--- src/hdl/cbi_pkg.sv ---
package cbi_pkg;

  // ---------------------------------------------------------------------------
  // Widths
  // ---------------------------------------------------------------------------
  localparam int DATA_W = 8;
  localparam int ADDR_W = 16;

  // ---------------------------------------------------------------------------
  // Vectors, stack page and status layout
  // ---------------------------------------------------------------------------
  localparam logic [15:0] VEC_NMI_LO = 16'hfffa;
  localparam logic [15:0] VEC_NMI_HI = 16'hfffb;
  localparam logic [15:0] VEC_IRQ_LO = 16'hfffe;
  localparam logic [15:0] VEC_IRQ_HI = 16'hffff;
  localparam logic [7:0]  STACK_PAGE = 8'h01;
  localparam int          MASK_BIT   = 2;

  // ---------------------------------------------------------------------------
  // Timing
  // ---------------------------------------------------------------------------
  localparam int CLK_PERIOD_NS = 8;
  localparam int HOLD_WIN_NS   = 100;
  // Longest time, so it rounds down; never below one cycle.
  localparam int HOLD_WIN_CALC = HOLD_WIN_NS / CLK_PERIOD_NS;
  localparam int HOLD_WIN_CYC  = (HOLD_WIN_CALC < 1) ? 1 : HOLD_WIN_CALC;
  localparam logic [4:0] HOLD_WIN_CNT = 5'(HOLD_WIN_CYC);

  // ---------------------------------------------------------------------------
  // Interrupt entry sequence
  // ---------------------------------------------------------------------------
  typedef enum logic [5:0] {
    SEQ_IDLE   = 6'h01,
    SEQ_PUSH_H = 6'h02,
    SEQ_PUSH_L = 6'h04,
    SEQ_PUSH_P = 6'h08,
    SEQ_VEC_L  = 6'h10,
    SEQ_VEC_H  = 6'h20
  } cbi_seq_t;

endpackage : cbi_pkg

--- src/hdl/cbi_fall.sv ---
`timescale 1ns/1ps
`default_nettype none

module cbi_fall (
  input  wire logic ref_clk_i,
  input  wire logic nrst_i,
  input  wire logic ce_i,
  input  wire logic strobe_i,
  input  wire logic level_i,
  output logic      fall_o
);

  // ---------------------------------------------------------------------------
  // Sampled falling-edge detector
  // ---------------------------------------------------------------------------
  // The sample resets high, so a line already low at reset counts as an edge at the first strobe.
  logic smp;
  logic next_smp;
  logic next_fall;

  always_comb begin
    next_smp  = smp;
    next_fall = 1'b0;
    if (strobe_i) begin
      next_smp  = level_i;
      next_fall = smp & ~level_i;
    end
  end

  always_ff @(posedge ref_clk_i or negedge nrst_i) begin
    if (!nrst_i) begin
      smp    <= 1'b1;
      fall_o <= 1'b0;
    end else if (ce_i) begin
      smp    <= next_smp;
      fall_o <= next_fall;
    end
  end

  a_fall_cause: assert property (@(posedge ref_clk_i) disable iff (!nrst_i)
    ce_i && strobe_i && smp && !level_i |=> fall_o)
    else $error("sampled falling edge gave no pulse");

endmodule : cbi_fall

`default_nettype wire

--- src/hdl/cbi_top.sv ---
// Contract
// - Eight-bit bidirectional data bus, three-state drivers.
// - Drive data only while output enable high.
// - Read cycles always leave the data bus undriven.
// - Low ready in window halts, holding address.
// - Ready ignored in writes, honoured at next read.
// - Maskable request taken after instruction, mask clear.
// - Entry pushes program counter and status.
// - Maskable vector low FFFE, high FFFF.
// - No interrupt recognised while ready low.
// - Non-maskable falling edge ignores the mask.
// - Non-maskable vector low FFFA, high FFFB.
// - Sample in phase two, start next phase one.
// - Overflow-set falling edge, sampled phase one end.
`timescale 1ns/1ps
`default_nettype none

module cbi_top
  import cbi_pkg::*;
(
  input  wire logic                      ref_clk_i,
  input  wire logic                      nrst_i,
  input  wire logic                      ce_i,
  input  wire logic                      phi1_i,
  input  wire logic                      phi2_i,
  input  wire logic                      data_bus_output_enable_i,
  input  wire logic                      cycle_ready_i,
  input  wire logic                      irq_n_i,
  input  wire logic                      nmi_n_i,
  input  wire logic                      set_overflow_n_i,
  input  wire logic                      rd_cycle_i,
  input  wire logic                      instr_done_i,
  input  wire logic [cbi_pkg::ADDR_W-1:0] fetch_addr_i,
  input  wire logic [cbi_pkg::DATA_W-1:0] wr_data_i,
  input  wire logic [cbi_pkg::DATA_W-1:0] data_in_i,
  input  wire logic [cbi_pkg::ADDR_W-1:0] pc_i,
  input  wire logic [cbi_pkg::DATA_W-1:0] status_i,
  input  wire logic [cbi_pkg::DATA_W-1:0] sp_i,
  output logic      [cbi_pkg::ADDR_W-1:0] addr_o,
  output logic                            rw_o,
  output logic      [cbi_pkg::DATA_W-1:0] data_o,
  output logic                            data_oe_n_o,
  output logic                            hold_o,
  output logic                            int_busy_o,
  output logic      [cbi_pkg::DATA_W-1:0] sp_o,
  output logic                            pc_load_o,
  output logic      [cbi_pkg::ADDR_W-1:0] pc_new_o,
  output logic                            mask_set_o,
  output logic                            overflow_set_o
);
  import cbi_pkg::*;

  // ---------------------------------------------------------------------------
  // Phase tracking
  // ---------------------------------------------------------------------------
  logic       phi1_q;
  logic       phi2_q;
  logic [4:0] win_cnt;
  logic [4:0] next_win_cnt;
  logic       cyc_end;
  logic       phi1_end;
  logic       in_win;

  assign cyc_end  = phi2_q & ~phi2_i;
  assign phi1_end = phi1_q & ~phi1_i;
  // The halt window runs from phase one to a short time into phase two.
  assign in_win = phi1_i | (phi2_i & (win_cnt <= HOLD_WIN_CNT));

  always_comb begin
    next_win_cnt = win_cnt;
    if (!phi2_i) begin
      next_win_cnt = 5'h00;
    end else if (win_cnt != 5'h1f) begin
      next_win_cnt = win_cnt + 5'h01;
    end
  end

  always_ff @(posedge ref_clk_i or negedge nrst_i) begin
    if (!nrst_i) begin
      phi1_q  <= 1'b0;
      phi2_q  <= 1'b0;
      win_cnt <= 5'h00;
    end else if (ce_i) begin
      phi1_q  <= phi1_i;
      phi2_q  <= phi2_i;
      win_cnt <= next_win_cnt;
    end
  end

  // ---------------------------------------------------------------------------
  // Interrupt and overflow sampling
  // ---------------------------------------------------------------------------
  logic nmi_fall;
  logic so_fall;
  logic irq_smp;
  logic nmi_pend;
  logic next_irq_smp;
  logic next_nmi_pend;
  logic take_nmi;
  logic take_irq;
  logic recog;
  cbi_seq_t state;

  cbi_fall u_nmi_edge (
    .ref_clk_i (ref_clk_i),
    .nrst_i    (nrst_i),
    .ce_i      (ce_i),
    .strobe_i  (phi2_i),
    .level_i   (nmi_n_i),
    .fall_o    (nmi_fall)
  );

  // The pulse leaves the edge detector's flop and goes straight out.
  cbi_fall u_so_edge (
    .ref_clk_i (ref_clk_i),
    .nrst_i    (nrst_i),
    .ce_i      (ce_i),
    .strobe_i  (phi1_end),
    .level_i   (set_overflow_n_i),
    .fall_o    (so_fall)
  );
  assign overflow_set_o = so_fall;

  // Recognition only at the end of an instruction's last cycle.
  assign recog    = cyc_end & instr_done_i & cycle_ready_i
                    & !int_busy_o & (state == SEQ_IDLE);
  assign take_nmi = recog & nmi_pend;
  assign take_irq = recog & !nmi_pend & irq_smp
                    & !status_i[MASK_BIT];

  always_comb begin
    next_irq_smp  = irq_smp;
    next_nmi_pend = nmi_pend;
    if (phi2_i) begin
      next_irq_smp = ~irq_n_i;
    end
    if (take_nmi) begin
      next_nmi_pend = 1'b0;
    end
    // A new edge in the clearing cycle is kept.
    if (nmi_fall) begin
      next_nmi_pend = 1'b1;
    end
  end

  always_ff @(posedge ref_clk_i or negedge nrst_i) begin
    if (!nrst_i) begin
      irq_smp  <= 1'b0;
      nmi_pend <= 1'b0;
    end else if (ce_i) begin
      irq_smp  <= next_irq_smp;
      nmi_pend <= next_nmi_pend;
    end
  end

  // ---------------------------------------------------------------------------
  // Entry sequence and bus
  // ---------------------------------------------------------------------------
  cbi_seq_t          next_state;
  logic              sel_nmi;
  logic              next_sel_nmi;
  logic [15:0]       ret_pc;
  logic [15:0]       next_ret_pc;
  logic [7:0]        ret_p;
  logic [7:0]        next_ret_p;
  logic [7:0]        vec_lo;
  logic [7:0]        next_vec_lo;
  logic [7:0]        next_sp;
  logic              rd_now;
  logic              advance;
  logic [15:0]       cur_addr;
  logic [7:0]        cur_data;
  logic [15:0]       next_addr;
  logic              next_hold;
  logic              next_pc_load;
  logic              next_mask_set;
  logic [15:0]       next_pc_new;

  function automatic logic [15:0] vec_addr(input logic nmi, input logic hi);
    logic [15:0] v;
    v = nmi ? (hi ? VEC_NMI_HI : VEC_NMI_LO)
            : (hi ? VEC_IRQ_HI : VEC_IRQ_LO);
    return v;
  endfunction : vec_addr

  always_comb begin
    rd_now   = rd_cycle_i;
    cur_addr = fetch_addr_i;
    cur_data = wr_data_i;
    case (state)
      SEQ_IDLE: begin
      end
      SEQ_PUSH_H: begin
        rd_now   = 1'b0;
        cur_addr = {STACK_PAGE, sp_o};
        cur_data = ret_pc[15:8];
      end
      SEQ_PUSH_L: begin
        rd_now   = 1'b0;
        cur_addr = {STACK_PAGE, sp_o};
        cur_data = ret_pc[7:0];
      end
      SEQ_PUSH_P: begin
        rd_now   = 1'b0;
        cur_addr = {STACK_PAGE, sp_o};
        cur_data = ret_p;
      end
      SEQ_VEC_L: begin
        rd_now   = 1'b1;
        cur_addr = vec_addr(sel_nmi, 1'b0);
      end
      SEQ_VEC_H: begin
        rd_now   = 1'b1;
        cur_addr = vec_addr(sel_nmi, 1'b1);
      end
      default: begin
      end
    endcase
  end

  always_comb begin
    next_hold = hold_o;
    if (!rd_now) begin
      next_hold = 1'b0;
    end else if (in_win) begin
      next_hold = ~cycle_ready_i;
    end
  end

  assign advance = cyc_end & !hold_o;

  always_comb begin
    next_state    = state;
    next_sel_nmi  = sel_nmi;
    next_ret_pc   = ret_pc;
    next_ret_p    = ret_p;
    next_vec_lo   = vec_lo;
    next_sp       = sp_o;
    next_pc_load  = 1'b0;
    next_mask_set = 1'b0;
    next_pc_new   = pc_new_o;
    case (state)
      SEQ_IDLE: begin
        next_sp = sp_i;
        if (take_nmi || take_irq) begin
          next_state   = SEQ_PUSH_H;
          next_sel_nmi = take_nmi;
          next_ret_pc  = pc_i;
          next_ret_p   = status_i;
        end
      end
      SEQ_PUSH_H, SEQ_PUSH_L, SEQ_PUSH_P: begin
        if (advance) begin
          next_sp    = sp_o - 8'h01;
          next_state = (state == SEQ_PUSH_H) ? SEQ_PUSH_L
                     : (state == SEQ_PUSH_L) ? SEQ_PUSH_P : SEQ_VEC_L;
        end
      end
      SEQ_VEC_L: begin
        if (advance) begin
          next_vec_lo = data_in_i;
          next_state  = SEQ_VEC_H;
        end
      end
      SEQ_VEC_H: begin
        if (advance) begin
          next_pc_new   = {data_in_i, vec_lo};
          next_pc_load  = 1'b1;
          next_mask_set = 1'b1;
          next_state    = SEQ_IDLE;
        end
      end
      default: begin
        next_state = SEQ_IDLE;
      end
    endcase
  end

  // While halted the address is frozen so slow memory sees a stable fetch.
  assign next_addr = hold_o ? addr_o : cur_addr;

  always_ff @(posedge ref_clk_i or negedge nrst_i) begin
    if (!nrst_i) begin
      state       <= SEQ_IDLE;
      sel_nmi     <= 1'b0;
      ret_pc      <= 16'h0000;
      ret_p       <= 8'h00;
      vec_lo      <= 8'h00;
      sp_o        <= 8'h00;
      addr_o      <= 16'h0000;
      rw_o        <= 1'b1;
      data_o      <= 8'h00;
      data_oe_n_o <= 1'b1;
      hold_o      <= 1'b0;
      int_busy_o  <= 1'b0;
      pc_load_o   <= 1'b0;
      pc_new_o    <= 16'h0000;
      mask_set_o  <= 1'b0;
    end else if (ce_i) begin
      state       <= next_state;
      sel_nmi     <= next_sel_nmi;
      ret_pc      <= next_ret_pc;
      ret_p       <= next_ret_p;
      vec_lo      <= next_vec_lo;
      sp_o        <= next_sp;
      addr_o      <= next_addr;
      rw_o        <= rd_now;
      data_o      <= cur_data;
      data_oe_n_o <= ~(data_bus_output_enable_i & ~rd_now);
      hold_o      <= next_hold;
      int_busy_o  <= (next_state != SEQ_IDLE);
      pc_load_o   <= next_pc_load;
      pc_new_o    <= next_pc_new;
      mask_set_o  <= next_mask_set;
    end
  end

  // ---------------------------------------------------------------------------
  // Assertions
  // ---------------------------------------------------------------------------
  a_read_float: assert property (@(posedge ref_clk_i) disable iff (!nrst_i)
    rw_o |-> data_oe_n_o)
    else $error("data driven during a read cycle");

  a_oe_gate: assert property (@(posedge ref_clk_i) disable iff (!nrst_i)
    ce_i && !data_bus_output_enable_i |=> data_oe_n_o)
    else $error("data driven with output enable low");

  a_write_nohold: assert property (@(posedge ref_clk_i) disable iff (!nrst_i)
    !rw_o |-> !hold_o)
    else $error("halt taken in a write cycle");

  a_hold_addr: assert property (@(posedge ref_clk_i) disable iff (!nrst_i)
    ce_i && hold_o |=> $stable(addr_o))
    else $error("address moved while halted");

  a_hold_enter: assert property (@(posedge ref_clk_i) disable iff (!nrst_i)
    ce_i && rd_now && phi1_i && !cycle_ready_i |=> hold_o)
    else $error("low ready in phase one did not halt");

  a_irq_gate: assert property (@(posedge ref_clk_i) disable iff (!nrst_i)
    take_irq |-> instr_done_i && !status_i[MASK_BIT] && cycle_ready_i)
    else $error("maskable request taken while masked");

  a_nmi_pend: assert property (@(posedge ref_clk_i) disable iff (!nrst_i)
    ce_i && nmi_fall |=> nmi_pend)
    else $error("non-maskable edge lost");

  a_irq_vec: assert property (@(posedge ref_clk_i) disable iff (!nrst_i)
    ce_i && state == SEQ_VEC_L && !sel_nmi && !hold_o
    |=> addr_o == VEC_IRQ_LO)
    else $error("wrong maskable vector address");

  a_nmi_vec: assert property (@(posedge ref_clk_i) disable iff (!nrst_i)
    ce_i && state == SEQ_VEC_H && sel_nmi && !hold_o
    |=> addr_o == VEC_NMI_HI)
    else $error("wrong non-maskable vector address");

  a_push_write: assert property (@(posedge ref_clk_i) disable iff (!nrst_i)
    ce_i && state == SEQ_PUSH_H |=> !rw_o && data_o == ret_pc[15:8])
    else $error("program counter high not pushed");

  a_mask_entry: assert property (@(posedge ref_clk_i) disable iff (!nrst_i)
    pc_load_o |-> mask_set_o && !int_busy_o)
    else $error("entry finished without setting the mask");

  c_nmi_taken: cover property (@(posedge ref_clk_i) disable iff (!nrst_i)
    take_nmi ##[1:200] pc_load_o);
  c_irq_taken: cover property (@(posedge ref_clk_i) disable iff (!nrst_i)
    take_irq ##[1:200] pc_load_o);
  c_halted: cover property (@(posedge ref_clk_i) disable iff (!nrst_i)
    hold_o ##1 hold_o ##1 !hold_o);

endmodule : cbi_top

`default_nettype wire

--- config.mk ---
export PLATFORM = sky130hd
export DESIGN_NAME = cbi_top
export DESIGN_NICKNAME = d
export VERILOG_FILES = /design/src/hdl/cbi_pkg.sv /design/src/hdl/cbi_fall.sv /design/src/hdl/cbi_top.sv
export SDC_FILE = /design/constraint.sdc
export NUM_CORES = 1
export LEC_CHECK = 0
export BUFFER_PORTS_ARGS = -buffer_cell sky130_fd_sc_hd__buf_2
export CAP_MARGIN = 10
export CORE_MARGIN = 5
export CORE_UTILIZATION = 50
export CTS_BUF_LIST = sky130_fd_sc_hd__clkbuf_8 sky130_fd_sc_hd__clkbuf_16
export DETAILED_ROUTE_END_ITERATION = 10
export GPL_ROUTABILITY_DRIVEN = 0
export GPL_TIMING_DRIVEN = 0
export HOLD_SLACK_MARGIN = 0.03
export PLACE_DENSITY = 0.87
export SETUP_SLACK_MARGIN = 0.02
export SYNTH_ARGS = -nofsm -noshare
export SYNTH_HDL_FRONTEND = slang
export SYNTH_SLANG_ARGS = --single-unit
export TNS_END_PERCENT = 20
--- constraint.sdc ---
create_clock -name ref_clk_i -period 4 [get_ports ref_clk_i]
set_input_delay 0.4 -clock ref_clk_i [delete_from_list [all_inputs] [get_ports ref_clk_i]]
set_output_delay 0.4 -clock ref_clk_i [all_outputs]
set_load 0.01 [all_outputs]
==> results.json <==
{
  "yosys_warnings": 0,
  "hpwl_um": 8940,
  "crit_chain": "buf_2 -> nor2_1 -> nand3_1 -> nor4_4 -> buf_6 -> mux2_2",
  "critical_path.endpoint_type": "register",
  "fillers": 780,
  "die_h_um": 108,
  "syn_inst": 435,
  "crit_slowest_cell": "nor4_4",
  "postCtsHoldBufs": 0,
  "status": "finished clean",
  "h-tree-depth": 3,
  "grt_start_max_net_pins": 56,
  "drc": 0,
  "power_frac_clock": 0.304,
  "grtUsageTotal": 0.208,
  "tightest_slew_ns": 0.655,
  "vias_per_cell": 5.63,
  "syn_area_per_cell_um2": 11.0,
  "postCtsSetupRepairBufs": 0,
  "p_per_area_nw_per_um2": 416,
  "core_area_um2": 9280,
  "fin_skew_ns": 0.0131,
  "p_leak_uw": 0.00291,
  "cp_slowest_stage_delay_ns": 0.64,
  "hp-class": "input port to asynchronous set/reset pin",
  "vias": 4006,
  "ant_nets": 0,
  "die_w_um": 108,
  "worst-path-buf-inv": 2,
  "hold_viol_final": 0,
  "initialDrtViolationCount": 268,
  "die_area_um2": 11600,
  "power_frac_seq": 0.535,
  "rows": 35,
  "area_growth_syn_to_layout_pct": 22.4,
  "antenna_found_initial": 0,
  "swShare": 0.284,
  "drive_gt1_frac": 0.385,
  "grt_pass1_wl_um": 19500,
  "firstDrtPassIters": 5,
  "fin_tns_setup_ns": 0,
  "final_nets": 657,
  "switchingPower_uw": 692,
  "final_max_slew_viol_count": 0,
  "cts_tree": "built",
  "ir_drop_uv": 290,
  "crit_family": "simple AND/OR/NAND/NOR gates",
  "grt_pass1_vias": 4097,
  "clkLatencyLatePin_ns": 0.37,
  "period_minus_slack_ns": 2.37,
  "syn_area_um2": 4770,
  "worstPathMaxFanout": 10,
  "instances_no_fill": 711,
  "final-setup-viol-count": 0,
  "placed_cells": 695,
  "max_freq_ghz": 0.421,
  "intPower_uw": 1740,
  "power_frac_comb": 0.161,
  "finalCritPeriodShare": 0.593,
  "num_io_pins": 131,
  "critPathArrivalTime_ns": 2.62,
  "critPathLaunchType": "register",
  "yosysSeqAreaShare": 0.552,
  "synthFlopType": "dfrtp_1",
  "avgRoutedWirePerCell_um": 17.0,
  "grt.overflow.total": 0,
  "syn_nets": 515,
  "wl_um": 12100,
  "ys_ff_latch": 105,
  "portBuffers": 130,
  "seq_area_um2": 2630,
  "required_ns": 4.25,
  "cts_made_buffers": 9,
  "synth-async-reset-ratio": 1.00,
  "cts_sinks": 105,
  "synth_cell_type_count": 51,
  "multiInputGateArea_um2": 1950,
  "post_cts_resized": 0,
  "max_slew_margin": 0.563,
  "clkTransAtPathRegs_ns": 0.10,
  "antenna_cells": 0,
  "rsz0062_at_grt": "false",
  "cts_root_buffer": "clkbuf_8",
  "synth_edf_count": 0,
  "ctsLongestPathBuffers": 2,
  "maxCapViolCount": 0,
  "start_util": 0.514,
  "criticalPathCategory": "register to register"
}
-- layout by cell type (no fill, tap or decap), types with 7 or more instances in the layout --
cell      Yosys  layout
clkbuf_8      0       9
a21oi_1      30      30
a31oi_1      14      14
a221oi_1      9       9
buf_2         5     134
nor2_1       37      37
dfrtp_1     100     100
o21ai_0      25      25
nand2_1      46      46
nor3_1        7       7
o22ai_1       7       7
mux2_2       49      49
inv_1        15      15
clkbuf_1     11      11
-- metal layers --
layer  GRT usage  part of all wire
met1       0.261              0.40
met2       0.356              0.51
met3      0.0534             0.086
met4      0.0577             0.012
met5           0                 0
-- worst reg2reg max path: cells and delay by family, from the launching register on --
family	cells	cell delay [ns]
flip-flops	1	0.37
buffers and inverters	2	0.42
AND/OR/NAND/NOR	3	1.12
multiplexers	1	0.35
-- kinds of logic after synthesis --
family | after synthesis | share of synthesized area
multiplexers | 51 | 0.120
adder cells (fa/ha/maj) | 4 | 0.0105
AND/OR/NAND/NOR | 128 | 0.134
buffers and inverters | 39 | 0.0399
flip-flops | 105 | 0.552
XOR/XNOR | 2 | 0.00367
AO/OA/AOI/OAI | 106 | 0.139
-- path summary, 6_finish.rpt --
kind,to,slack (ns),cells after the start,from
worst max-delay path,ret_p[6]$_DFFE_PN0P_,1.63,6,state[2]$_DFFE_PN0P_
min in group ref_clk_i,data_oe_n_o$_DFFE_PN1P_,0.17,2,data_bus_output_enable_i
worst min register to register,addr_o[10]$_DFFE_PN0P_,0.48,2,addr_o[10]$_DFFE_PN0P_
worst min-delay path,ret_pc[1]$_DFFE_PN0P_,0.06,1,nrst_i
worst max register to register,ret_p[6]$_DFFE_PN0P_,1.63,6,state[2]$_DFFE_PN0P_
max in group asynchronous,data_oe_n_o$_DFFE_PN1P_,3.20,2,nrst_i
-- power groups by stage --
stage	Clock [µW]	Combinational (µW)	Sequential, µW
after floorplan	0	193	1320
after global placement	0	371	1310
after detailed placement	0	393	1320
after CTS	753	395	1300
after global routing	798	438	1320
final	740	391	1300
-- synthesized netlist by cell type, types with 7 or more instances --
cell type  instances  area [µm²]
nor3_1             7        35.0
clkbuf_1          11        41.3
a31oi_1           14        87.6
mux2_2            49         552
inv_1             15        56.3
nor2_1            37         139
a221oi_1           9        78.8
dfrtp_1          100        2500
nand2_1           46         173
o21ai_0           25         125
o22ai_1            7        43.8
a21oi_1           30         150
-- area by class of cell --
| type | instances | share of cell area |
|---|---|---|
| plain buffers | 24 | 0.0229 |
| clock buffers | 9 | 0.0212 |
| clock inverters | 7 | 0.0178 |
| inverters | 15 | 0.00964 |
| multi-input cells | 291 | 0.333 |
| flip-flops and latches | 105 | 0.451 |
| well taps | 129 | 0.0276 |
| repair buffers | 131 | 0.117 |
-- flip-flops by register name (all words and copies together) (netlist names), 6 cells and up --
name	flops
ret_pc	16
data_o	8
state	6
vec_lo	8
ret_p	8
sp_o	8
pc_new_o	16
addr_o	16
-- metrics by stage --
step,power [µW],worst slack [ns],hold WS (ns),util,instance area [µm²]
after floorplan,1520,1.98,0.104,-,4770
after global placement,1680,1.45,0.456,0.601,5580
after detailed placement,1710,1.60,0.466,0.605,5610
after CTS,2440,1.63,0.0730,0.629,5840
after global routing,2550,1.48,0.0919,0.629,5840
final,2430,1.63,0.0576,0.629,5840
Power figures use the tool's default switching activity.
